`src/ssc_pkg.sv`:
```
// Purpose: constants for the standalone strap configuration loader
// Assumes: 8-bit registers at 7-bit register addresses
// Notes: field positions are shared by the top module and its assertions
package ssc_pkg;

	// ---------------------------------------------
	// register addresses
	// ---------------------------------------------
	localparam logic [6:0] SSC_ADDR_CTRL_A = 7'h00;
	localparam logic [6:0] SSC_ADDR_CTRL_B = 7'h01;
	localparam logic [6:0] SSC_ADDR_CTRL_C = 7'h02;
	localparam logic [6:0] SSC_ADDR_ROUTE = 7'h03;
	localparam logic [6:0] SSC_ADDR_MUX = 7'h04;
	localparam logic [6:0] SSC_ADDR_FORMAT = 7'h05;
	localparam logic [6:0] SSC_ADDR_ERRMASK = 7'h06;
	localparam logic [6:0] SSC_ADDR_LAST = 7'h7f;

	// ---------------------------------------------
	// field positions
	// ---------------------------------------------
	// receiver_control_a
	localparam int SSC_A_FORCE_CLK = 6;
	localparam int SSC_A_PD_RATE = 3;
	localparam int SSC_A_WORD_TRUNCATE = 2;
	// receiver_control_b
	localparam int SSC_B_SWCLK = 7;
	localparam int SSC_B_MUTE = 6;
	localparam int SSC_B_HOLD_LO = 2;
	localparam int SSC_B_RECOVERED_MASTER_CLOCK_RATIO = 1;
	localparam int SSC_B_CHAN = 0;
	// receiver_control_c
	localparam int SSC_C_DEEMPH_LO = 4;
	// input_mux_control
	localparam int SSC_M_RUN = 7;
	localparam int SSC_M_RXD = 6;
	localparam int SSC_M_RX_LO = 3;
	localparam int SSC_M_TX_LO = 0;
	// serial_output_format
	localparam int SSC_F_MASTER = 7;
	localparam int SSC_F_CLKFREQ = 6;
	localparam int SSC_F_RES_LO = 4;
	localparam int SSC_F_RJUST = 3;
	localparam int SSC_F_DELAY = 2;
	localparam int SSC_F_BITPOL = 1;
	localparam int SSC_F_WORDPOL = 0;
	// error_mask
	localparam int SSC_E_SUBCRC = 6;
	localparam int SSC_E_STATCRC = 5;
	localparam int SSC_E_LOCK = 4;
	localparam int SSC_E_CONF = 3;
	localparam int SSC_E_BIPH = 2;
	localparam int SSC_E_PAR = 1;
	localparam int SSC_E_VALID = 0;

	// ---------------------------------------------
	// values and timing
	// ---------------------------------------------
	localparam logic [7:0] SSC_REG_RESET = 8'h00;
	localparam logic [1:0] SSC_FMT_LJ = 2'h0;
	localparam logic [1:0] SSC_FMT_I2S = 2'h1;
	localparam logic [1:0] SSC_FMT_RJ = 2'h2;
	localparam logic [1:0] SSC_FMT_AES = 2'h3;
	localparam logic [1:0] SSC_RES_DIRECT = 2'h3;
	localparam int SSC_SYNC_DEPTH = 3;
	// cycles after reset release before the straps are latched
	localparam logic [2:0] SSC_SETTLE_CYC = 3'h4;

	typedef enum logic [1:0] {SSC_ST_SETTLE, SSC_ST_CAPTURE, SSC_ST_HOLD} ssc_state_t;

endpackage

```
`src/ssc_sync3.sv`:
```
// Purpose: three-stage pin synchroniser with agreement filter
// Assumes: inputs asynchronous to REF_CLK
// Notes: output moves only when stages two and three agree
`timescale 1ns/100ps
`default_nettype none
module ssc_sync3 #(
	parameter int W = 1
) (
	input wire logic clk,
	input wire logic rst_n,
	input wire logic [W-1:0] d,
	output logic [W-1:0] q
);
	logic [W-1:0] s1_r;
	logic [W-1:0] s2_r;
	logic [W-1:0] s3_r;

	always_ff @(posedge clk or negedge rst_n) begin
		if (!rst_n) begin
			s1_r <= '0;
			s2_r <= '0;
			s3_r <= '0;
		end else begin
			s1_r <= d;
			s2_r <= s1_r;
			s3_r <= s2_r;
		end
	end

	// s1 is read only by s2, so metastability never reaches the filter
	always_ff @(posedge clk or negedge rst_n) begin
		if (!rst_n) begin
			q <= '0;
		end else begin
			for (int i = 0; i < W; i++) begin
				if (s2_r[i] == s3_r[i]) begin
					q[i] <= s3_r[i];
				end
			end
		end
	end
endmodule
`default_nettype wire

```
`src/ssc_edge_flag.sv`:
```
// Purpose: sticky flag set by a chosen edge of a filtered level
// Assumes: input already synchronised
// Notes: cleared only by reset
`timescale 1ns/100ps
`default_nettype none
module ssc_edge_flag #(
	parameter bit RISING = 1'b1
) (
	input wire logic clk,
	input wire logic rst_n,
	input wire logic arm,
	input wire logic lvl,
	output logic flag
);
	logic prev_r;

	always_ff @(posedge clk or negedge rst_n) begin
		if (!rst_n) begin
			prev_r <= 1'b0;
			flag <= 1'b0;
		end else begin
			prev_r <= lvl;
			// arm masks the first cycles, when the filter still shows its reset value
			if (arm && (RISING ? (lvl && !prev_r) : (!lvl && prev_r))) begin
				flag <= 1'b1;
			end
		end
	end
endmodule
`default_nettype wire

```
`src/ssc_strap_config.sv`:
```
// Purpose: standalone strap loader building equivalent register values
// Assumes: straps held by board resistors; error inputs on REF_CLK
// Notes: straps frozen after capture until the next reset
// Function
// - serial out strap low selects standalone mode
// - sample straps after the settle wait that follows reset release
// - pll rate strap picks detector rate
// - receive block strap selects port master
// - format bits from flag and status straps
// - formats 00 and 01 field encoding
// - formats 10 and 11 field encoding
// - side info strap picks clock ratio
// - emphasis strap sets top deemphasis bit
// - system clock rising edge enables switchover
// - error strap high also holds on validity
// - error strap low ignores validity bit
// - standalone error mask values
// - remaining standalone fields fixed
// - addresses 07h to 7fh read zero
// - status and user pins on word edges, standalone master only
// - chip select falling edge selects spi
// - reset holds all state, low power
`timescale 1ns/100ps
`default_nettype none
module ssc_strap_config
	import ssc_pkg::*;
(
	input wire logic REF_CLK,
	input wire logic RST_N,
	input wire logic SERIAL_AUDIO_OUT_PIN,
	input wire logic RECEIVE_BLOCK_PIN,
	input wire logic AUDIO_FLAG_PIN,
	input wire logic STATUS_BIT_PIN,
	input wire logic SIDE_INFO_PIN,
	input wire logic PLL_RATE_PIN,
	input wire logic EMPHASIS_STRAP,
	input wire logic ERROR_FLAG_PIN,
	input wire logic [1:0] RX_MUX_SEL_PIN,
	input wire logic [1:0] TX_MUX_SEL_PIN,
	input wire logic SYSTEM_CLOCK_IN,
	input wire logic CHIP_ADDR_BIT0,
	input wire logic CHIP_ADDR_BIT1,
	input wire logic OUTPUT_WORD_CLOCK,
	input wire logic STATUS_BIT_IN,
	input wire logic USER_BIT_IN,
	input wire logic VALIDITY_IN,
	input wire logic PARITY_ERR,
	input wire logic BIPHASE_ERR,
	input wire logic CONF_ERR,
	input wire logic LOCK_ERR,
	input wire logic [6:0] REG_ADDR,
	output logic [7:0] REG_RDATA,
	output logic HW_MODE,
	output logic CFG_VALID,
	output logic SWITCHOVER_EN,
	output logic SPI_MODE,
	output logic [1:0] I2C_ADDR,
	output logic HOLD_SAMPLE,
	output logic STATUS_BIT_OUT,
	output logic USER_BIT_OUT,
	output logic LOW_POWER
);
	// ---------------------------------------------
	// pin synchronisers
	// ---------------------------------------------
	localparam int NSTRAP = 12;
	logic [NSTRAP-1:0] strap_raw;
	logic [NSTRAP-1:0] strap_f;
	logic [3:0] live_f;
	logic sysclk_f, cs_f, addr1_f, wclk_f;
	assign strap_raw = {TX_MUX_SEL_PIN, RX_MUX_SEL_PIN, ERROR_FLAG_PIN, EMPHASIS_STRAP,
		PLL_RATE_PIN, SIDE_INFO_PIN, STATUS_BIT_PIN, AUDIO_FLAG_PIN, RECEIVE_BLOCK_PIN,
		SERIAL_AUDIO_OUT_PIN};
	ssc_sync3 #(.W(NSTRAP)) u_sync_strap (
		.clk(REF_CLK),
		.rst_n(RST_N),
		.d(strap_raw),
		.q(strap_f)
	);
	ssc_sync3 #(.W(4)) u_sync_live (
		.clk(REF_CLK),
		.rst_n(RST_N),
		.d({SYSTEM_CLOCK_IN, CHIP_ADDR_BIT0, CHIP_ADDR_BIT1, OUTPUT_WORD_CLOCK}),
		.q(live_f)
	);
	assign sysclk_f = live_f[3];
	assign cs_f = live_f[2];
	assign addr1_f = live_f[1];
	assign wclk_f = live_f[0];
	// ---------------------------------------------
	// capture sequence
	// ---------------------------------------------
	ssc_state_t state_r;
	logic [2:0] settle_r;
	always_ff @(posedge REF_CLK or negedge RST_N) begin
		if (!RST_N) begin
			state_r <= SSC_ST_SETTLE;
			settle_r <= 3'h0;
		end else begin
			case (state_r)
				SSC_ST_SETTLE: begin
					settle_r <= settle_r + 3'h1;
					if (settle_r == SSC_SETTLE_CYC - 3'h1) begin
						state_r <= SSC_ST_CAPTURE;
					end
				end
				SSC_ST_CAPTURE: state_r <= SSC_ST_HOLD;
				SSC_ST_HOLD: state_r <= SSC_ST_HOLD;
				default: state_r <= SSC_ST_SETTLE;
			endcase
		end
	end
	// the settle wait covers the synchroniser depth plus one filter cycle
	logic [NSTRAP-1:0] strap_r;
	always_ff @(posedge REF_CLK or negedge RST_N) begin
		if (!RST_N) begin
			strap_r <= '0;
		end else if (state_r == SSC_ST_CAPTURE) begin
			strap_r <= strap_f;
		end
	end
	always_ff @(posedge REF_CLK or negedge RST_N) begin
		if (!RST_N) begin
			LOW_POWER <= 1'b1;
			CFG_VALID <= 1'b0;
		end else begin
			LOW_POWER <= 1'b0;
			CFG_VALID <= (state_r == SSC_ST_CAPTURE) || CFG_VALID;
		end
	end
	logic hw_mode_c, master_c, receiver_error_policy_c;
	logic [1:0] fmt_c;
	assign hw_mode_c = !strap_r[0];
	assign master_c = strap_r[1];
	assign fmt_c = {strap_r[2], strap_r[3]};
	assign receiver_error_policy_c = strap_r[7];
	assign HW_MODE = CFG_VALID && hw_mode_c;
	// ---------------------------------------------
	// pin edge events
	// ---------------------------------------------
	ssc_edge_flag #(.RISING(1'b1)) u_swclk (
		.clk(REF_CLK),
		.rst_n(RST_N),
		.arm(CFG_VALID),
		.lvl(sysclk_f),
		.flag(SWITCHOVER_EN)
	);
	ssc_edge_flag #(.RISING(1'b0)) u_spi (
		.clk(REF_CLK),
		.rst_n(RST_N),
		.arm(CFG_VALID),
		.lvl(cs_f),
		.flag(SPI_MODE)
	);
	always_ff @(posedge REF_CLK or negedge RST_N) begin
		if (!RST_N) begin
			I2C_ADDR <= 2'h0;
		end else if (!SPI_MODE) begin
			I2C_ADDR <= {addr1_f, cs_f};
		end
	end
	// ---------------------------------------------
	// equivalent register values
	// ---------------------------------------------
	function automatic logic [7:0] fmt_bits(input logic master, input logic [1:0] sel);
		logic [7:0] f;
		f = SSC_REG_RESET;
		f[SSC_F_MASTER] = master;
		case (sel)
			SSC_FMT_LJ: begin
			end
			SSC_FMT_I2S: begin
				f[SSC_F_DELAY] = 1'b1;
				f[SSC_F_WORDPOL] = 1'b1;
			end
			SSC_FMT_RJ: f[SSC_F_RJUST] = 1'b1;
			SSC_FMT_AES: f[SSC_F_RES_LO+:2] = SSC_RES_DIRECT;
			default: begin
			end
		endcase
		return f;
	endfunction
	logic [7:0] ctrl_a_c, ctrl_b_c, ctrl_c_c, mux_c, format_c, errmask_c;
	always_comb begin
		ctrl_a_c = SSC_REG_RESET;
		ctrl_b_c = SSC_REG_RESET;
		ctrl_c_c = SSC_REG_RESET;
		mux_c = SSC_REG_RESET;
		errmask_c = SSC_REG_RESET;
		ctrl_a_c[SSC_A_PD_RATE] = strap_r[5];
		ctrl_b_c[SSC_B_SWCLK] = SWITCHOVER_EN;
		ctrl_b_c[SSC_B_RECOVERED_MASTER_CLOCK_RATIO] = strap_r[4];
		ctrl_c_c[SSC_C_DEEMPH_LO+2] = strap_r[6];
		mux_c[SSC_M_RUN] = 1'b1;
		mux_c[SSC_M_RX_LO+:2] = strap_r[9:8];
		mux_c[SSC_M_TX_LO+:2] = strap_r[11:10];
		errmask_c[SSC_E_LOCK] = 1'b1;
		errmask_c[SSC_E_CONF] = 1'b1;
		errmask_c[SSC_E_BIPH] = 1'b1;
		errmask_c[SSC_E_PAR] = 1'b1;
		errmask_c[SSC_E_VALID] = receiver_error_policy_c;
		format_c = fmt_bits(master_c, fmt_c);
	end
	// ---------------------------------------------
	// register read port
	// ---------------------------------------------
	// unmapped reads zero
	always_ff @(posedge REF_CLK or negedge RST_N) begin
		if (!RST_N) begin
			REG_RDATA <= SSC_REG_RESET;
		end else if (!CFG_VALID) begin
			REG_RDATA <= SSC_REG_RESET;
		end else begin
			case (REG_ADDR)
				SSC_ADDR_CTRL_A: REG_RDATA <= ctrl_a_c;
				SSC_ADDR_CTRL_B: REG_RDATA <= ctrl_b_c;
				SSC_ADDR_CTRL_C: REG_RDATA <= ctrl_c_c;
				SSC_ADDR_ROUTE: REG_RDATA <= SSC_REG_RESET;
				SSC_ADDR_MUX: REG_RDATA <= mux_c;
				SSC_ADDR_FORMAT: REG_RDATA <= format_c;
				SSC_ADDR_ERRMASK: REG_RDATA <= errmask_c;
				default: REG_RDATA <= SSC_REG_RESET;
			endcase
		end
	end
	// ---------------------------------------------
	// sample hold policy
	// ---------------------------------------------
	logic hard_err_c;
	assign hard_err_c = PARITY_ERR || BIPHASE_ERR || CONF_ERR || LOCK_ERR;
	always_ff @(posedge REF_CLK or negedge RST_N) begin
		if (!RST_N) begin
			HOLD_SAMPLE <= 1'b0;
		end else begin
			HOLD_SAMPLE <= HW_MODE && (hard_err_c || (receiver_error_policy_c && VALIDITY_IN));
		end
	end
	// ---------------------------------------------
	// status and user pins
	// ---------------------------------------------
	logic wclk_prev_r;
	always_ff @(posedge REF_CLK or negedge RST_N) begin
		if (!RST_N) begin
			wclk_prev_r <= 1'b0;
			STATUS_BIT_OUT <= 1'b0;
			USER_BIT_OUT <= 1'b0;
		end else begin
			wclk_prev_r <= wclk_f;
			if (HW_MODE && master_c && (wclk_f != wclk_prev_r)) begin
				STATUS_BIT_OUT <= STATUS_BIT_IN;
				USER_BIT_OUT <= USER_BIT_IN;
			end
		end
	end
endmodule
`default_nettype wire

```
`config.mk`:
```
export PLATFORM = sky130hd
export DESIGN_NAME = ssc_strap_config
export DESIGN_NICKNAME = d
export VERILOG_FILES = /design/src/ssc_pkg.sv /design/src/ssc_sync3.sv /design/src/ssc_edge_flag.sv /design/src/ssc_strap_config.sv
export SDC_FILE = /design/constraint.sdc
export NUM_CORES = 1
export LEC_CHECK = 0
export BUFFER_PORTS_ARGS = -buffer_cell sky130_fd_sc_hd__buf_2
export CAP_MARGIN = 10
export CORE_MARGIN = 2
export CORE_UTILIZATION = 48
export CTS_CLUSTER_SIZE = 14
export DETAILED_ROUTE_END_ITERATION = 16
export PLACE_DENSITY = 0.69
export SLEW_MARGIN = 20
export SYNTH_ARGS = -nofsm -noshare
export SYNTH_HDL_FRONTEND = slang
export SYNTH_SLANG_ARGS = --single-unit
```
`constraint.sdc`:
```
create_clock -name REF_CLK -period 1.6 [get_ports REF_CLK]
set_input_delay 0 -clock REF_CLK [delete_from_list [all_inputs] [get_ports REF_CLK]]
set_output_delay 0 -clock REF_CLK [all_outputs]
set_load 0.02 [all_outputs]
```
# Word level (Yosys, flattened, before mapping)
# Index checks and enable logic that the tools add are counted.
[totals] register_bits=101 inputBits=32 word_cells=94
[op_classes] n_addsub=1 n_eq_ne=29 muxes=7 n_reduce_logical=20
[ops] cell="8-bit one-hot mux with 6 select lines" count=1
[ops] cell="7-bit by 3-bit equality test with 1-bit output (second input constant)" count=3
[ops] cell="1-bit equality test" count=16
[ops] cell="1-bit logical AND" count=9
[ops] cell="8-bit two-way mux" count=1
[ops] cell="7-bit by 1-bit equality test with 1-bit output (second input constant)" count=1
[ops] cell="7-bit by 2-bit equality test with 1-bit output (second input constant)" count=1
[ops] cell="7-bit zero test" count=1
[ops] cell="2-bit equality test (second input constant)" count=3
[ops] cell="1-bit logical OR" count=5
[ops] cell="2-bit by 1-bit equality test with 1-bit output (second input constant)" count=2
[ops] cell="2-bit two-way mux" count=2
[ops] cell="2-bit one-hot mux with 2 select lines" count=1
[ops] cell="3-bit by 1-bit adder with 3-bit output (second input constant)" count=1
[ops] cell="3-bit by 2-bit equality test with 1-bit output (second input constant)" count=1
[ops] cell="1-bit zero test" count=3
[ops] cell="2-bit zero test" count=1
[ops] cell="1-bit two-way mux" count=2
[ops] cell="2-bit inequality test (second input constant)" count=1
[ops] cell="2-bit OR reduction" count=1
[ops] cell="1-bit inequality test" count=1

# Logic depth before layout (Yosys ltp)
[depth] word_depth=5 depth_mapped=5 mapped_depth_nobuf=5

# By module
# Synthesis repeated with hierarchy kept, for this count alone.
[unflattened] hier_cells=196 hier_area_um2=3310.7
[by_module_without_submodules] mod="ssc_strap_config" instances=1 cells_each=108 area_each_um2=1406.3 seq_area_each_um2=827.0
[by_module_without_submodules] mod="ssc_sync3 at u_sync_strap" instances=1 cells_each=60 area_each_um2=1336.3 seq_area_each_um2=1201.2
[by_module_without_submodules] mod="ssc_sync3 at u_sync_live" instances=1 cells_each=20 area_each_um2=445.4 seq_area_each_um2=400.4
[by_module_without_submodules] mod="ssc_edge_flag" instances=2 cells_each=4 area_each_um2=61.3 seq_area_each_um2=50.0

# Least setup slack after synthesis
# No wires, ideal clock.
[synth_timing] path_type="register to register" from="register CFG_VALID" to="register STATUS_BIT_OUT" setup_ns=0.125 arrival_time_ns=1.339 t_required_ns=1.475 setup_slack_ns=0.136 stages_incl_launch_ff=4 cell_sequence="dfrtp_1 and2b_1 and3_1 mux2_2"
[synth_between] elab_chain_len=3
[synth_rtl] element="start, declared" line_no="ssc_strap_config.sv:54" rtl="output logic CFG_VALID,"
[synth_rtl] element="start signal, assigned" line_no="ssc_strap_config.sv:128" rtl="CFG_VALID <= (state_r == SSC_ST_CAPTURE) || CFG_VALID;"
[synth_rtl] element="1-bit logical AND" line_no="ssc_strap_config.sv:137" rtl="assign HW_MODE = CFG_VALID && hw_mode_c;"
[synth_rtl] element="named net HW_MODE" line_no="ssc_strap_config.sv:53" rtl="output logic HW_MODE,"
[synth_rtl] element="1-bit logical AND (2 in a row)" line_no="ssc_strap_config.sv:249" rtl="if (HW_MODE && master_c && (wclk_f != wclk_prev_r)) begin"
[synth_rtl] element="end signal, assigned" line_no="ssc_strap_config.sv:245" rtl="STATUS_BIT_OUT <= 1'b0;"
[synth_rtl] element="end signal, assigned" line_no="ssc_strap_config.sv:250" rtl="STATUS_BIT_OUT <= STATUS_BIT_IN;"
[synth_rtl] element="end, declared" line_no="ssc_strap_config.sv:59" rtl="output logic STATUS_BIT_OUT,"
# The timed path passes the listed nets, and every way through them passes these cells.
# A chain may end at the register's enable or synchronous reset.

# Worst setup path after layout
[layout_timing] from="input port REG_ADDR[1]" to="register REG_RDATA[4]"
[layout_between] elab_chain_len=3
[layout_rtl] element="start, declared" line_no="ssc_strap_config.sv:51" rtl="input wire logic [6:0] REG_ADDR,"
[layout_rtl] element="7-bit by 3-bit equality test with 1-bit output (tied with other cells)" line_no="ssc_strap_config.sv:214" rtl="case (REG_ADDR)"
[layout_rtl] element="8-bit one-hot mux with 6 select lines *" line_no="ssc_strap_config.sv:214"
[layout_rtl] element="8-bit two-way mux *" line_no="ssc_strap_config.sv:211" rtl="end else if (!CFG_VALID) begin"
[layout_rtl] element="end signal, assigned" line_no="ssc_strap_config.sv:215" rtl="SSC_ADDR_CTRL_A: REG_RDATA <= ctrl_a_c;"
[layout_rtl] element="end signal, assigned" line_no="ssc_strap_config.sv:216" rtl="SSC_ADDR_CTRL_B: REG_RDATA <= ctrl_b_c;"
[layout_rtl] element="end signal, assigned" line_no="ssc_strap_config.sv:217" rtl="SSC_ADDR_CTRL_C: REG_RDATA <= ctrl_c_c;"
[layout_rtl] element="end, declared" line_no="ssc_strap_config.sv:52" rtl="output logic [7:0] REG_RDATA,"
# Every way passes the cells marked *; elsewhere a longest branch is shown, timed or not.

==> flow_metrics.py <==
metrics = {
    "run_status": {
        "status": "completed",
    },
    "sta": {
        "fin_crit_sh": 0.9810,
        "finalHoldViolCount": 0,
        "period_needed_ns": 1.570,
        "worst_clock_skew_ns": 0.009362,
        "setup_viol": 0,
        "fin_tns_setup_ns": 0,
        "slew_viol_final": 0,
        "fmax_mhz": 637.1,
    },
    "setup_path": {
        "timing.rr.end": "REG_RDATA[4]",
        "cp_slowest_cell": "dlygate4sd3_1",
        "crit_type": "input pin to flop",
        "r2r_start": "strap_r[3]",
        "cp-end-kind": "flop",
        "reg2reg_slack_ns": 0.10,
        "cp_cell_sequence": "dlygate4sd3_1 -> buf_4 -> and4b_1 -> nand3_1 -> dlygate4sd3_1 -> a21oi_1",
        "critPathMaxStageDelay_ns": 0.60,
        "rr_worst_depth": 4,
        "crit_path_max_fanout": 11,
        "cp-start-kind": "input pin",
        "critical_path_required_ns": 1.88,
        "worst_ep_arrival_time_ns": 1.85,
        "critPathMostFrequentCell": "dlygate4sd3_1",
    },
    "layout": {
        "multi_input_area_um2": 739.5,
        "area_growth_pct": 27.71,
        "design_area_um2": 4198,
        "seq_area_um2": 2529,
        "final_nets": 325,
        "fillers": 502,
        "drive_gt1_frac": 0.3242,
        "diodes": 0,
    },
    "routing": {
        "drt-met1-wl_um": 2296,
        "routedWlPerCell_um": 12.70,
        "wl_met3_um": 240,
        "routed_wl_um": 4738,
        "ant_nets": 0,
        "drc": 0,
        "via_per_inst": 4.694,
        "wl_met2_um": 2118,
        "via_count": 1751,
        "detail_route.first_pass.iterations": 4,
        "drtIter0Drc": 59,
        "dr.max_layer_used": "met4",
    },
    "yosys": {
        "synthArstFlopShare": 1.000,
        "ys_seq_area_frac": 0.7693,
        "synth_nets": 232,
        "synth_most_common_cell": "dfrtp_1",
        "yosys_most_used_dff": "dfrtp_1",
        "synth_xor_xnor_area_share": 0.005329,
        "synth.avg_cell_area_um2": 16.86,
        "synth_compound_area_frac": 0.03045,
        "ys_ff_latch": 101,
        "yosys-top-cells-area": "dfrtp_1 76%, mux2_2 5.8%, maj3_1 4.9%",
        "ys_top_cells_by_count": "100 x dfrtp_1, 17 x mux2_2, 16 x maj3_1, 7 x a21oi_1, 6 x nand2_1",
        "synthSimpleGateAreaFrac": 0.05900,
        "syn-cell-area_um2": 3287,
        "synthMuxAreaShare": 0.05824,
        "synth_top_family_by_area": "adder cells",
        "synth_edf_count": 0,
        "synth_top_area_frac": 0.7613,
        "netlist-cell-type-count": 32,
        "synthAdderAreaFrac": 0.06776,
        "netlist_instances": 195,
        "yosys.area.top_type": "dfrtp_1",
        "yosysWarningCount": 0,
    },
    "global_routing": {
        "grt_pass1_wl_um": 7921,
        "antenna_found_initial": 0,
        "track_usage": 0.1407,
        "grt_pass1_vias": 1688,
        "grt_max_degree": 47,
        "overflow": 0,
    },
    "placed_design": {
        "dp_hpwl_um": 3039,
        "port_buffers": 49,
        "place.gp.congestion": 0.7892,
        "post_dp_cell_area_um2": 3667,
    },
    "power_and_ir_drop": {
        "p_leak_nw": 1.908,
        "powerDensity_nw_per_um2": 1148,
        "ir_worst_vdd_mv": 0.7432,
    },
    "job": {
        "cap_violations": 0,
    },
    "clock_tree": {
        "tritoncts": "yes",
        "cts_made_buffers": 9,
        "clock-sinks": 101,
        "clk-insertion-delay-late_ns": 0.35,
        "cts.clk_slew.worst_paths_ns": 0.09,
        "cts.path.max_buffers": 2,
        "cts_root_buffer": "clkbuf_8",
        "h-tree-depth": 3,
    },
    "floorplanning": {
        "io_pins": 50,
        "die_h_um": 86.75,
        "fp.coreArea_um2": 6719,
        "initial_core_util": 0.4892,
        "dieArea_um2": 7526,
        "core.rowCount": 30,
        "dieWidth_um": 86.75,
    },
    "hold_path": {
        "min_from": "REG_ADDR[6]",
        "hold_depth": 4,
        "min_to": "REG_RDATA[4]",
        "hold_path.class": "input pin to flop",
    },
}
## timing repair
item	in CTS	in global routing
setup endpoints to repair	0	5
resized for setup	0	5
hold endpoints to repair	126	0
buffers inserted	0	0
hold buffers	31	0
## cells in the final DEF (no fill, tap or decap), types with 3 or more instances in the layout
| cell | netlist | layout |
|---|---|---|
| o21ai_0 | 5 | 5 |
| ha_1 | 5 | 4 |
| clkbuf_8 | 0 | 10 |
| buf_2 | 2 | 47 |
| mux2_2 | 17 | 17 |
| nor2_1 | 4 | 4 |
| buf_4 | 0 | 5 |
| a21oi_1 | 7 | 7 |
| dfrtp_1 | 100 | 100 |
| inv_1 | 5 | 5 |
| nand2_1 | 6 | 6 |
| nand3_1 | 4 | 4 |
| dlygate4sd3_1 | 0 | 31 |
| maj3_1 | 16 | 16 |
| clkinvlp_4 | 0 | 3 |
## worst max path at each step
| stage | start | cells after the start | slack, ns | endpoint |
|---|---|---|---|---|
| final | REG_ADDR[1] | 6 | 0.03 | REG_RDATA[4] |
| after floorplan | CFG_VALID | 3 | 0.14 | STATUS_BIT_OUT |
| after CTS | REG_ADDR[2] | 6 | 0.05 | REG_RDATA[2] |
| after global routing | REG_ADDR[1] | 6 | -0.03 | REG_RDATA[4] |
| after detailed placement | state_r[1] | 3 | 0.11 | strap_r[2] |
| after global placement | state_r[1] | 3 | 0.15 | strap_r[7] |
## logic make-up after synthesis
group	count (synthesis)
buffers and inverters	7
AND/OR/NAND/NOR	29
XOR/XNOR	2
AO/OA/AOI/OAI	17
multiplexers	17
adder cells (fa/ha/maj)	21
flip-flops	101
other	1
## critical path, delay by kind of cell
family / cells / cell delay, ns
and+or+nand+nor: 2 / 0.39
AOI/OAI and AO/OA: 1 / 0.14
buffers and inverters: 3 / 1.32
## sequential cells by signal, summed over array words and instances, names as in the netlist, 2 cells and up
name and count:
strap_r 12, u_sync_strap.q 12, u_sync_strap.s1_r 12, u_sync_strap.s2_r 12
u_sync_strap.s3_r 12, REG_RDATA 8, u_sync_live.q 4, u_sync_live.s1_r 4
u_sync_live.s2_r 4, u_sync_live.s3_r 4, settle_r 3, I2C_ADDR 2
state_r 2
## routing by layer
layer	vias up	global-route usage
met1	844	0.1859
met2	47	0.2049
met3	9	0.05810
met5	-	0
li1	851	-
met4	0	0.06392
## where the power goes
part           internal [mW]  switching (mW)
clock                  0.772           0.826
combinational          0.202           0.200
sequential              2.73          0.0857
total                   3.71            1.11
## metrics by stage
stage	setup WS (ns)	cells	total power [mW]	util	hold slack, ns
2_1_floorplan	0.1362	195	3.037	-	-0.2956
3_3_place_gp	0.1527	326	3.215	0.5458	-0.1211
3_5_place_dp	0.1070	326	3.232	0.5458	-0.1202
4_1_cts	0.04895	373	4.896	0.6229	0.01447
5_1_grt	-0.02911	373	5.060	0.6248	0.02810
6_report	0.03044	373	4.818	0.6248	0.03163
## layout make-up
| cell class | instances | area share |
|---|---|---|
| sequential | 101 | 0.6024 |
| multi-input combinational | 87 | 0.1762 |
| timing repair buffer | 84 | 0.1437 |
| clock buffer | 10 | 0.03279 |
| tap | 80 | 0.02384 |
| clock inverter | 6 | 0.01669 |
| inverter | 5 | 0.004471 |
No activity file was read; power rests on OpenSTA's default activity.
